### src/ddr3_cmd_pkg.sv
// Constants and types shared by the command decoder.
package ddr3_cmd_pkg;
	localparam int CLK_PERIOD_PS = 40000;
	localparam int READ_ACCESS_PS = 13750;
	localparam int READ_ACCESS_CYC =
		(READ_ACCESS_PS + CLK_PERIOD_PS - 1) / CLK_PERIOD_PS;
	localparam int TRCD_PS = 13750;
	localparam int TRCD_CYC = (TRCD_PS + CLK_PERIOD_PS - 1) / CLK_PERIOD_PS;
	localparam int TRP_PS = 13750;
	localparam int TRP_CYC = (TRP_PS + CLK_PERIOD_PS - 1) / CLK_PERIOD_PS;
	localparam int TRC_PS = 48750;
	localparam int TRC_CYC = (TRC_PS + CLK_PERIOD_PS - 1) / CLK_PERIOD_PS;
	localparam int TRAS_PS = 35000;
	localparam int TRAS_CYC = (TRAS_PS + CLK_PERIOD_PS - 1) / CLK_PERIOD_PS;
	localparam int BURST8_CYC = 4;
	localparam int BURST4_CYC = 2;
	localparam int A10_BIT = 10;
	localparam int A12_BIT = 12;
	localparam logic [2:0] SLOT_MODE_RESET = 3'h0;
	typedef enum logic [3:0] {
		CMD_NONE = 4'h0,
		CMD_MRS = 4'h1,
		CMD_REF = 4'h2,
		CMD_PRE = 4'h3,
		CMD_ACT = 4'h4,
		CMD_WR = 4'h5,
		CMD_RD = 4'h6,
		CMD_ZQ = 4'h7,
		CMD_SRE = 4'h8,
		CMD_SRX = 4'h9,
		CMD_PDE = 4'ha,
		CMD_PDX = 4'hb
	} cmd_e;
	typedef enum logic [1:0] {
		ST_ACTIVE = 2'b00,
		ST_POWER_DOWN = 2'b01,
		ST_SELF_REFRESH = 2'b10
	} pstate_e;
endpackage

### src/ddr3_cmd_decode.sv
// Command decoder and bank-timing guard of the memory device.
`timescale 1ns/1ps
`default_nettype none
module ddr3_cmd_decode #(
	parameter int ADDR_W = 14,
	parameter int BANKS = 8
) (
	input wire logic core_clk, // Command sampling clock.
	input wire logic rst, // Synchronous reset, high.
	input wire logic clk_en, // Freezes all state while low.
	input wire logic reset_pin_n, // Device reset pin, low active.
	input wire logic cke_pin, // Clock enable pin.
	input wire logic cs_n_pin, // Chip select, low active.
	input wire logic ras_n_pin, // Row strobe, low active.
	input wire logic cas_n_pin, // Column strobe, low active.
	input wire logic we_n_pin, // Write enable, low active.
	input wire logic [2:0] ba_pin, // Bank address.
	input wire logic [ADDR_W-1:0] addr_pin, // Address lines.
	input wire logic odt_pin, // Termination request.
	input wire logic otf_mode, // High when burst length chosen per command.
	output logic [3:0] cmd, // Accepted command code.
	output logic cmd_valid, // One-cycle pulse per accepted command.
	output logic [2:0] cmd_bank, // Target bank or mode register.
	output logic [ADDR_W-1:0] cmd_addr, // Address or operation code.
	output logic burst_chop, // Accepted access is a chop of four.
	output logic auto_pre, // Precharge-all, auto precharge or long calibration.
	output logic burst_busy, // Data burst in progress.
	output logic read_data_due, // Pulse when first read data is due.
	output logic [1:0] power_state, // Active, power-down or self-refresh.
	output logic refresh_run, // Refresh engine allowed to run.
	output logic odt_active, // Termination enabled.
	output logic [BANKS-1:0] bank_open, // Open banks.
	output logic cmd_reject // Pulse on an ignored command.
);
	localparam int CW = 8;
	// Bank select is three bits and the chop line is bit 12, so refuse less.
	if (BANKS != 8 || ADDR_W < 13) begin : g_bad_param
		$error("ddr3_cmd_decode needs eight banks and thirteen address bits");
	end

	// Pins come from the controller's domain, so two flops each.
	localparam int PW = 7 + 3 + ADDR_W;
	logic [PW-1:0] pin_s1;
	logic [PW-1:0] pin_s2;
	logic cke_prev;
	wire [PW-1:0] pin_raw = {reset_pin_n, cke_pin, cs_n_pin, ras_n_pin,
		cas_n_pin, we_n_pin, odt_pin, ba_pin, addr_pin};
	always_ff @(posedge core_clk) begin
		if (clk_en) begin
			pin_s1 <= pin_raw;
			pin_s2 <= pin_s1;
			cke_prev <= pin_s2[PW-2];
		end
	end
	wire rstp_n = pin_s2[PW-1];
	wire cke = pin_s2[PW-2];
	wire cs_n = pin_s2[PW-3];
	wire [2:0] rcw = pin_s2[PW-4:PW-6];
	wire odt = pin_s2[PW-7];
	wire [2:0] ba = pin_s2[ADDR_W+2:ADDR_W];
	wire [ADDR_W-1:0] addr = pin_s2[ADDR_W-1:0];
	// The reset pin is sampled like the others; it acts as a reset term.
	wire kill = rst || !rstp_n;

	// Command table; undefined combinations fall to no command.
	function automatic ddr3_cmd_pkg::cmd_e decode(input logic cp,
		input logic cn, input logic csn, input logic [2:0] l);
		ddr3_cmd_pkg::cmd_e c;
		c = ddr3_cmd_pkg::CMD_NONE;
		if (cp && cn && !csn) begin
			case (l)
				3'h0: c = ddr3_cmd_pkg::CMD_MRS;
				3'h1: c = ddr3_cmd_pkg::CMD_REF;
				3'h2: c = ddr3_cmd_pkg::CMD_PRE;
				3'h3: c = ddr3_cmd_pkg::CMD_ACT;
				3'h4: c = ddr3_cmd_pkg::CMD_WR;
				3'h5: c = ddr3_cmd_pkg::CMD_RD;
				3'h6: c = ddr3_cmd_pkg::CMD_ZQ;
				default: c = ddr3_cmd_pkg::CMD_NONE;
			endcase
		end else if (cp && !cn) begin
			if (!csn && l == 3'h1) c = ddr3_cmd_pkg::CMD_SRE;
			else if (csn || l == 3'h7) c = ddr3_cmd_pkg::CMD_PDE;
		end else if (!cp && cn) begin
			if (csn || l == 3'h7) c = ddr3_cmd_pkg::CMD_PDX;
		end
		return c;
	endfunction
	// Termination level plays no part in the decode.
	wire ddr3_cmd_pkg::cmd_e raw_cmd = decode(cke_prev, cke, cs_n, rcw);

	logic [1:0] pstate;
	logic [CW-1:0] burst_cnt;
	logic [CW-1:0] rd_cnt;
	logic [CW-1:0] act_age [BANKS];
	logic [CW-1:0] pre_age [BANKS];
	wire is_sr = pstate == ddr3_cmd_pkg::ST_SELF_REFRESH;
	wire is_pd = pstate == ddr3_cmd_pkg::ST_POWER_DOWN;

	// Power-state moves. Exits follow a clock-enable rise only.
	wire ddr3_cmd_pkg::cmd_e state_cmd =
		(is_sr && cke && !cke_prev) ? ddr3_cmd_pkg::CMD_SRX :
		(is_pd && raw_cmd == ddr3_cmd_pkg::CMD_PDX) ? ddr3_cmd_pkg::CMD_PDX :
		(pstate == ddr3_cmd_pkg::ST_ACTIVE) ? raw_cmd : ddr3_cmd_pkg::CMD_NONE;
	wire all_idle = bank_open == '0 && burst_cnt == '0;
	wire [2:0] tb = ba;
	wire acc_cmd = state_cmd == ddr3_cmd_pkg::CMD_RD ||
		state_cmd == ddr3_cmd_pkg::CMD_WR;
	// Timing guard: accesses need an open bank past the activate delay.
	wire viol =
		(acc_cmd && (!bank_open[tb] || burst_busy ||
			act_age[tb] < CW'(ddr3_cmd_pkg::TRCD_CYC))) ||
		(state_cmd == ddr3_cmd_pkg::CMD_ACT && (bank_open[tb] ||
			act_age[tb] < CW'(ddr3_cmd_pkg::TRC_CYC) ||
			pre_age[tb] < CW'(ddr3_cmd_pkg::TRP_CYC))) ||
		(state_cmd == ddr3_cmd_pkg::CMD_SRE && !all_idle) ||
		((state_cmd == ddr3_cmd_pkg::CMD_REF ||
			state_cmd == ddr3_cmd_pkg::CMD_MRS) && !all_idle);
	wire take = state_cmd != ddr3_cmd_pkg::CMD_NONE && !viol;
	// Chop only when per-command mode is on and A12 is low.
	wire chop = acc_cmd && otf_mode && !addr[ddr3_cmd_pkg::A12_BIT];
	wire a10 = addr[ddr3_cmd_pkg::A10_BIT];
	wire [CW-1:0] blen = chop ? CW'(ddr3_cmd_pkg::BURST4_CYC) :
		CW'(ddr3_cmd_pkg::BURST8_CYC);
	wire ddr3_cmd_pkg::pstate_e next_pstate =
		!take ? ddr3_cmd_pkg::pstate_e'(pstate) :
		state_cmd == ddr3_cmd_pkg::CMD_SRE ? ddr3_cmd_pkg::ST_SELF_REFRESH :
		state_cmd == ddr3_cmd_pkg::CMD_PDE ? ddr3_cmd_pkg::ST_POWER_DOWN :
		(state_cmd == ddr3_cmd_pkg::CMD_SRX ||
			state_cmd == ddr3_cmd_pkg::CMD_PDX) ? ddr3_cmd_pkg::ST_ACTIVE :
		ddr3_cmd_pkg::pstate_e'(pstate);

	// Output register of the accepted command.
	always_ff @(posedge core_clk) begin
		if (kill) begin
			cmd <= 4'h0;
			cmd_valid <= 1'b0;
			cmd_bank <= ddr3_cmd_pkg::SLOT_MODE_RESET;
			cmd_addr <= '0;
			burst_chop <= 1'b0;
			auto_pre <= 1'b0;
			cmd_reject <= 1'b0;
			pstate <= ddr3_cmd_pkg::ST_ACTIVE;
		end else if (clk_en) begin
			cmd <= take ? state_cmd : 4'h0;
			cmd_valid <= take;
			cmd_bank <= ba;
			cmd_addr <= addr;
			burst_chop <= chop;
			auto_pre <= a10;
			cmd_reject <= state_cmd != ddr3_cmd_pkg::CMD_NONE && viol;
			pstate <= next_pstate;
		end
	end

	// Next burst count; busy is registered from it so the output is a flop.
	wire [CW-1:0] next_burst_cnt = (take && acc_cmd) ? blen :
		(burst_cnt != '0 ? burst_cnt - 1'b1 : burst_cnt);

	// Burst and read-latency counters; nothing can cut a burst short.
	always_ff @(posedge core_clk) begin
		if (kill) begin
			burst_cnt <= '0;
			burst_busy <= 1'b0;
			rd_cnt <= '0;
			read_data_due <= 1'b0;
		end else if (clk_en) begin
			burst_cnt <= next_burst_cnt;
			burst_busy <= next_burst_cnt != '0;
			if (take && state_cmd == ddr3_cmd_pkg::CMD_RD)
				rd_cnt <= CW'(ddr3_cmd_pkg::READ_ACCESS_CYC);
			else if (rd_cnt != '0) rd_cnt <= rd_cnt - 1'b1;
			read_data_due <= rd_cnt == CW'(1);
		end
	end

	// Per-bank open flag and cycle ages since activate and precharge.
	genvar b;
	for (b = 0; b < BANKS; b++) begin : g_bank
		wire hit = tb == 3'(b);
		wire pre_hit = take && ((state_cmd == ddr3_cmd_pkg::CMD_PRE &&
			(hit || a10)) || (acc_cmd && hit && a10));
		wire act_hit = take && state_cmd == ddr3_cmd_pkg::CMD_ACT && hit;
		always_ff @(posedge core_clk) begin
			if (kill) begin
				bank_open[b] <= 1'b0;
				act_age[b] <= '1;
				pre_age[b] <= '1;
			end else if (clk_en) begin
				if (act_hit) bank_open[b] <= 1'b1;
				else if (pre_hit) bank_open[b] <= 1'b0;
				act_age[b] <= act_hit ? '0 :
					(act_age[b] == '1 ? act_age[b] : act_age[b] + 1'b1);
				pre_age[b] <= pre_hit ? '0 :
					(pre_age[b] == '1 ? pre_age[b] : pre_age[b] + 1'b1);
			end
		end
	end

	// Status flags follow the power state.
	always_ff @(posedge core_clk) begin
		if (kill) begin
			power_state <= 2'h0;
			refresh_run <= 1'b0;
			odt_active <= 1'b0;
		end else if (clk_en) begin
			power_state <= next_pstate;
			refresh_run <= next_pstate == ddr3_cmd_pkg::ST_SELF_REFRESH;
			odt_active <= odt &&
				next_pstate != ddr3_cmd_pkg::ST_SELF_REFRESH;
		end
	end

	// Checks on the status flags, the burst counter and the decode.
	a_pd_no_ref: assert property (@(posedge core_clk) disable iff (kill)
		power_state == 2'h1 |-> !refresh_run)
		else $error("refresh during power-down");
	a_sr_no_odt: assert property (@(posedge core_clk) disable iff (kill)
		power_state == 2'h2 |-> !odt_active)
		else $error("termination in self-refresh");
	a_burst_len: assert property (@(posedge core_clk) disable iff (kill)
		clk_en && take && acc_cmd && !chop |=>
		burst_cnt == CW'(ddr3_cmd_pkg::BURST8_CYC))
		else $error("wrong burst length");
	a_burst_whole: assert property (@(posedge core_clk) disable iff (kill)
		clk_en && burst_busy && $past(burst_cnt) > burst_cnt |->
		!take || !acc_cmd)
		else $error("burst cut short");
	a_read_due: assert property (@(posedge core_clk)
		disable iff (kill || !clk_en)
		take && state_cmd == ddr3_cmd_pkg::CMD_RD |=> ##1 read_data_due)
		else $error("read data not due on time");
	a_reject_keep: assert property (@(posedge core_clk) disable iff (kill)
		clk_en && cmd_reject |-> !cmd_valid)
		else $error("rejected command accepted");
	a_srx_async: assert property (@(posedge core_clk) disable iff (kill)
		clk_en && is_sr && cke && !cke_prev |=> power_state == 2'h0)
		else $error("self-refresh exit missed");
	a_act_opens: assert property (@(posedge core_clk) disable iff (kill)
		clk_en && take && state_cmd == ddr3_cmd_pkg::CMD_ACT |=>
		bank_open[$past(ba)])
		else $error("activate did not open bank");
	a_cmd_decode: assert property (@(posedge core_clk) disable iff (kill)
		clk_en && take |=> cmd == $past(state_cmd))
		else $error("command code mismatch");
	a_nop_keeps: assert property (@(posedge core_clk) disable iff (kill)
		clk_en && cke_prev && cke && (cs_n || rcw == 3'h7) && !is_sr |=>
		!cmd_valid)
		else $error("deselect acted");
endmodule // ddr3_cmd_decode
`default_nettype wire

### config.mk
export PLATFORM = sky130hd
export DESIGN_NAME = ddr3_cmd_decode
export DESIGN_NICKNAME = d
export VERILOG_FILES = /design/src/ddr3_cmd_pkg.sv /design/src/ddr3_cmd_decode.sv
export SDC_FILE = /design/constraint.sdc
export NUM_CORES = 1
export LEC_CHECK = 0
export BUFFER_PORTS_ARGS = -buffer_cell sky130_fd_sc_hd__buf_2
export CAP_MARGIN = 20
export CORE_AREA = 2 2 158 160
export CTS_CLUSTER_DIAMETER = 40
export CTS_CLUSTER_SIZE = 10
export DETAILED_ROUTE_END_ITERATION = 10
export DIE_AREA = 0 0 160 162
export PLACE_DENSITY = 0.67
export SETUP_SLACK_MARGIN = 0.02
export SLEW_MARGIN = 10
export SYNTH_ARGS = -nofsm -noshare
export SYNTH_HDL_FRONTEND = slang
export SYNTH_SLANG_ARGS = --single-unit
### constraint.sdc
create_clock -name core_clk -period 4.1 [get_ports core_clk]
set_input_delay 0 -clock core_clk [delete_from_list [all_inputs] [get_ports core_clk]]
set_output_delay 0 -clock core_clk [all_outputs]
set_load 0.05 [all_outputs]
==> results of run 1 <==
## where the power goes
| part | switching (mW) | internal (mW) | leakage, nW | total, mW |
|---|---|---|---|---|
| combinational | 0.633 | 0.412 | 2.49 | 1.04 |
| sequential | 0.142 | 2.73 | 1.98 | 2.87 |
| clock | 1.05 | 1.94 | 0.574 | 2.99 |
## per-stage QoR
step	setup WS, ps	std cells	cell area, um^2
floorplan	747	1109	12000
global placement	652	1471	12700
detailed placement	555	1471	12700
CTS	526	1559	14100
global route	116	1559	14100
finish	523	1559	14100
## layout make-up
class | count | area, um^2
fill | 2019 | 10000
tap | 324 | 405
clock buffer | 45 | 945
sequential | 234 | 6460
multi-input combinational | 792 | 5190
timing repair buffer | 112 | 741
clock inverter | 18 | 228
inverter | 34 | 128
## flip-flops by register name, summed over array words and instances (netlist names), named ones only
name	cells
act_age	64
burst_chop	1
pin_s2	24
pre_age	64
burst_cnt	8
cmd_reject	1
cmd_addr	14
pin_s1	24
cmd_bank	3
refresh_run	1
cke_prev	1
read_data_due	1
bank_open	8
cmd_valid	1
rd_cnt	8
odt_active	1
power_state	2
burst_busy	1
cmd	4
## worst min path at each step
stage	startpoint	slack (ps)	endpoint	depth (start not counted)
2_1_floorplan	addr_pin[0]	100	pin_s1[0]	0
3_3_place_gp	reset_pin_n	180	pin_s1[23]	1
3_5_place_dp	addr_pin[8]	180	pin_s1[8]	1
4_1_cts	clk_en	70	read_data_due	5
5_1_grt	rst	120	bank_open[6]	4
6_report	clk_en	80	read_data_due	5
## cells by family after synthesis
kind of cell | after synthesis | synth area share [%]
flip-flops | 234 | 53.8
XOR/XNOR | 103 | 7.52
adder cells (fa/ha/maj) | 20 | 2.08
multiplexers | 31 | 3.01
AND/OR/NAND/NOR | 379 | 17.2
AO/OA/AOI/OAI | 259 | 13.3
buffers and inverters | 83 | 3.05
## layout by cell type (no fill, tap or decap), types with 36 or more instances in the layout
| cell type | n |
|---|---|
| nor2_1 | 68 |
| o21ai_1 | 97 |
| o21ai_0 | 47 |
| xor2_1 | 59 |
| dfxtp_1 | 57 |
| nand3_1 | 71 |
| edfxtp_1 | 177 |
| nand2_1 | 90 |
| buf_2 | 65 |
| xnor2_1 | 44 |
| clkbuf_16 | 36 |
## worst max-delay path, delay by kind of cell (launching register included)
kind / cells / cell delay, ps
AO/OA/AOI/OAI: 5 / 1450
buffers and inverters: 1 / 240
AND/OR/NAND/NOR: 3 / 930
flip-flops: 1 / 590
## layer usage
layer / vias up / global-route usage [%]
met5: - / 0
met4: 0 / 5.16
met3: 47 / 4.57
met2: 217 / 34.2
met1: 4195 / 28.1
li1: 4335 / -
==> results.ini, run 1 <==
[critical_path]
worstSetupPathType = flip-flop to flip-flop
crit_fanout = 13
rr_endpoint = pre_age[7][6]
slowest_stage = edfxtp_1
worstSetupEndpointType = flip-flop
r2r_start = pin_s2[19]
crit_path_max_incr_delay_ps = 590
required_ps = 4230
r2r_cells = 9
rrSetupSlack_ps = 520
path_cells = a31oi_2 > o31ai_1 > or2_2 > a211o_1 > nand4_1 > nor2_2 > buf_4 > a21oi_1 > o21ai_1
startpoint = pin_s2[19]
startpoint_type = flip-flop
crit_end = pre_age[7][6]
cp.arrival_ps = 3700

[sta]
setup_violations = 0
max-slew-margin-rel_pct = 32.5
final-hold-violation-count = 0
tns_ps = 0
holdWs_ps = 80.0
fin_crit_sh_pct = 87.2
rsz0062_at_grt = false
final_max_slew_viol_count = 0
min_period_ps = 3580
worst_pin_slew_ps = 1010
fmax_mhz = 280
fin_worst_skew_ps = 13.4

[synth]
synth_common_cells = 177 x edfxtp_1, 97 x o21ai_1, 90 x nand2_1
synth_top_area_share_pct = 44.3
syn_area_um2 = 12000
yosysUniqueCellTypes = 83
synth.area.top_cells = edfxtp_1 44%, dfxtp_1 9.5%, xor2_1 4.3%
yosys.area.top_type = edfxtp_1
synth-edff-count = 177
synth_warnings = 0
postSynthAreaPerCell_um2 = 10.8
syn-num-nets = 1157
synth.yosys.seq_area_share_pct = 53.8
syn_inst = 1109
yosysMostFrequentCell = edfxtp_1
synth_seq_cells = 234
synthArstFlopShare_pct = 0
synth_top_flop_cell = edfxtp_1

[detailed_routing]
vias = 8794
via_per_inst = 5.64
wl_met1_um = 12400
dr.max_layer_used = met4
wl_per_cell_um = 17.2
dr_wl_met2_um = 12500
antenna_left = 0
wirelength_um = 26800
drcViolationCount = 0
drt_first_pass_iters = 5
dr.first_iter.drc_count = 699
wl_met3_um = 1480

[cts]
cts_buffer_depth = 3
clock-sinks = 234
post_cts_buffers = 0
cts_tree = built
cts_max_level = 2
postCtsHoldBufs = 25
cts_resized = 0
cts_root_buffer = clkbuf_16
cts_buffers = 35
clkTransAtPathRegs_ps = 50
insertion_delay_ps = 510

[floorplan]
initial_core_util_pct = 49.8
die_h_um = 162
rows = 57
dieArea_um2 = 25900
core_um2 = 24100
die_x_um = 160
io_pins = 67

[cells_and_area]
fin_util_pct = 58.5
area_growth_pct = 17.4
nNetsFinal = 1257
drive_gt1_share_pct = 15.3
n_antenna_cell = 0

[global_route]
overflow = 0
grt_start_max_net_pins = 107
grt_pass1_wl_um = 43600
first_global_vias = 8387
antenna_found_initial = 0
grt_use_total_pct = 20.8

[status]
status = completed

[power]
p_leak_nw = 5.05
finalPower_mw = 6.91
power.density_nw_per_um2 = 490
ir_drop_uv = 396

[placed_design]
port_buffers = 66
gp_congestion = 0.854
place_hpwl_um = 17700

[run]
maxCapViolations = 0

[worst_hold_path]
hold_path_class = input port to flip-flop

Power figures use the tool's default switching activity.
==> inputs of run 2 (changes only) <==
--- a/config.mk
+++ b/config.mk
@@ -8,6 +8,7 @@
 export BUFFER_PORTS_ARGS = -buffer_cell sky130_fd_sc_hd__buf_2
 export CAP_MARGIN = 20
 export CORE_AREA = 2 2 158 160
+export CTS_BUF_LIST = sky130_fd_sc_hd__clkbuf_8
 export CTS_CLUSTER_DIAMETER = 40
 export CTS_CLUSTER_SIZE = 10
 export DETAILED_ROUTE_END_ITERATION = 10
==> run 2 against run 1 <==
Net effect:
- first-iteration DRC count up 2.9%
- sequential cell count unchanged
- fmax down 0.26%
- global-route usage down 0.20 points
==> results.ini, run 2 (synthesis gave the netlist of run 1 again) <==
[status]
status = completed  ; unchanged

[sta]
fmax_mhz = 279  ; was 280 MHz
fin_crit_sh_pct = 87.5  ; was 87.2%
worst_pin_slew_ps = 1000  ; was 1010 ps
final-hold-violation-count = 0  ; unchanged
final_max_slew_viol_count = 0  ; unchanged
max-slew-margin-rel_pct = 33.2  ; was 32.5%
rsz0062_at_grt = false  ; unchanged
setup_slack_ps = 514  ; was 523 ps
fin_worst_skew_ps = 22.8  ; was 13.4 ps
tns_ps = 0  ; unchanged
min_period_ps = 3590  ; was 3580 ps
setup_violations = 0  ; unchanged

[run]
maxCapViolations = 0  ; unchanged

[critical_path]
worstSetupEndpointType = flip-flop  ; unchanged
r2r_cells = 9  ; unchanged
rrSetupSlack_ps = 510  ; was 520 ps
slowest_stage = edfxtp_1  ; unchanged
rr_endpoint = pre_age[7][6]  ; unchanged
cp.arrival_ps = 3730  ; was 3700 ps
crit_path_max_incr_delay_ps = 590  ; about the same
cp_top_family = compound AO/OA/AOI/OAI gates  ; unchanged
r2r_start = pin_s2[19]  ; unchanged
startpoint_type = flip-flop  ; unchanged
crit_fanout = 13  ; unchanged
worstSetupPathType = flip-flop to flip-flop  ; unchanged
required_ps = 4240  ; was 4230 ps
worst-path-buf-inv = 1  ; unchanged
path_cells = a31oi_2 > o31ai_1 > or2_2 > a211o_1 > nand4_1 > nor2_2 > buf_4 > a21oi_1 > o21ai_1  ; unchanged

[floorplan]
dieArea_um2 = 25900  ; unchanged
rows = 57  ; unchanged
io_pins = 67  ; unchanged
die_x_um = 160  ; unchanged
initial_core_util_pct = 49.8  ; unchanged
die_h_um = 162  ; unchanged
core_um2 = 24100  ; unchanged

[global_route]
grt_start_max_net_pins = 107  ; unchanged
grt_use_total_pct = 20.6  ; was 20.8%
antenna_found_initial = 0  ; unchanged
overflow = 0  ; unchanged
grt_pass1_wl_um = 43200  ; was 43600 um
first_global_vias = 8365  ; was 8387

[cells_and_area]
most-common-layout-cells = 177 x edfxtp_1, 97 x o21ai_1, 90 x nand2_1, 71 x nand3_1, 68 x nor2_1  ; unchanged
nNetsFinal = 1257  ; unchanged
top_regs = act_age (64), pre_age (64)  ; unchanged
area_growth_pct = 14.0  ; was 17.4%
layout_commonest_cell = edfxtp_1  ; unchanged
final_area_um2 = 13700  ; was 14100 um^2
n_antenna_cell = 0  ; unchanged
drive_gt1_share_pct = 15.3  ; unchanged

[placed_design]
port_buffers = 66  ; unchanged
gp_congestion = 0.854  ; unchanged
pre_cts_slack_ps = 555  ; unchanged
place_area_um2 = 12700  ; unchanged
place_hpwl_um = 17700  ; unchanged

[worst_hold_path]
hold_path_class = input port to flip-flop  ; unchanged
whs_path_depth = 5  ; unchanged
hold_end = read_data_due  ; unchanged
hp-start = clk_en  ; unchanged

[detailed_routing]
wl_per_cell_um = 17.1  ; was 17.2 um
wirelength_um = 26700  ; was 26800 um
vias = 8745  ; was 8794
dr.first_iter.drc_count = 719  ; was 699
antenna_left = 0  ; unchanged
via_per_inst = 5.61  ; was 5.64
drcViolationCount = 0  ; unchanged
drt_first_pass_iters = 5  ; unchanged

[cts]
cts_root_buffer = clkbuf_8  ; was clkbuf_16
insertion_delay_ps = 530  ; was 510 ps
cts_tree = built  ; unchanged
postCtsHoldBufs = 25  ; unchanged
post_cts_buffers = 0  ; unchanged
cts_buffers = 35  ; unchanged
clock-sinks = 234  ; unchanged
cts_buffer_depth = 3  ; unchanged
cts_max_level = 2  ; unchanged
cts_resized = 0  ; unchanged
clkTransAtPathRegs_ps = 70  ; was 50 ps

[power]
power.density_nw_per_um2 = 438  ; was 490 nW/um^2
ir_drop_uv = 335  ; was 396 uV
p_leak_nw = 4.89  ; was 5.05 nW

-- run 2: cell types whose count changed in the layout (fill, tap and decap cells not counted), sizes merged --
cell,before,now
clkbuf,45,37
clkinvlp,0,1
clkinv,12,11
inv,35,43
-- run 2: worst max-delay path by stage --
stage / slack, ps / start / cells past startpoint / to
6_report: 510 / pin_s2[19] / 9 / pre_age[7][6]
4_1_cts: 510 / pin_s2[19] / 9 / pre_age[7][6]
3_5_place_dp: 560 / pin_s2[19] / 9 / pre_age[7][6]
2_1_floorplan: 750 / power_state[1] / 10 / pre_age[1][0]
3_3_place_gp: 650 / pin_s2[19] / 9 / pre_age[7][6]
5_1_grt: 170 / pin_s2[19] / 9 / pre_age[4][4]
-- run 2: through the flow --
step	hold slack [ps]	power (mW)	util, %	cells
CTS	20.5	6.03	56.8	1559
global route	77.2	6.29	56.8	1559
global placement	177	3.91	52.6	1471
floorplan	98.9	3.70	-	1109
finish	50.6	5.99	56.8	1559
detailed placement	178	3.93	52.6	1471
-- run 2: area by class of cell --
| type | count | area [um^2] |
|---|---|---|
| multi-input cells | 792 | 5190 |
| inverters | 34 | 128 |
| flip-flops and latches | 234 | 6460 |
| repair buffers | 112 | 741 |
| well taps | 324 | 405 |
| clock inverters | 26 | 249 |
| clock buffers | 37 | 509 |
| fillers | 2066 | 10400 |
-- run 2: power breakdown --
| group | total, mW | internal [mW] | switching, mW | leakage [nW] |
|---|---|---|---|---|
| Clock | 2.09 | 1.16 | 0.923 | 0.416 |
| Combinational | 1.04 | 0.412 | 0.631 | 2.49 |
| Sequential | 2.86 | 2.72 | 0.141 | 1.98 |
-- run 2: tightest hold or removal path, stage by stage --
cell and delay [ps]:
buf_4 100, clkinv_1 50, buf_4 240, nand2_1 90, a21oi_1 50
-- run 2: per-layer routing --
metal | vias to the layer above | wire [um] | GRT usage [%]
li1 | 4324 | - | -
met1 | 4138 | 12200 | 27.8
met2 | 246 | 12400 | 34.0
met3 | 37 | 1580 | 4.37
met4 | 0 | 501 | 5.45
met5 | - | 0 | 0
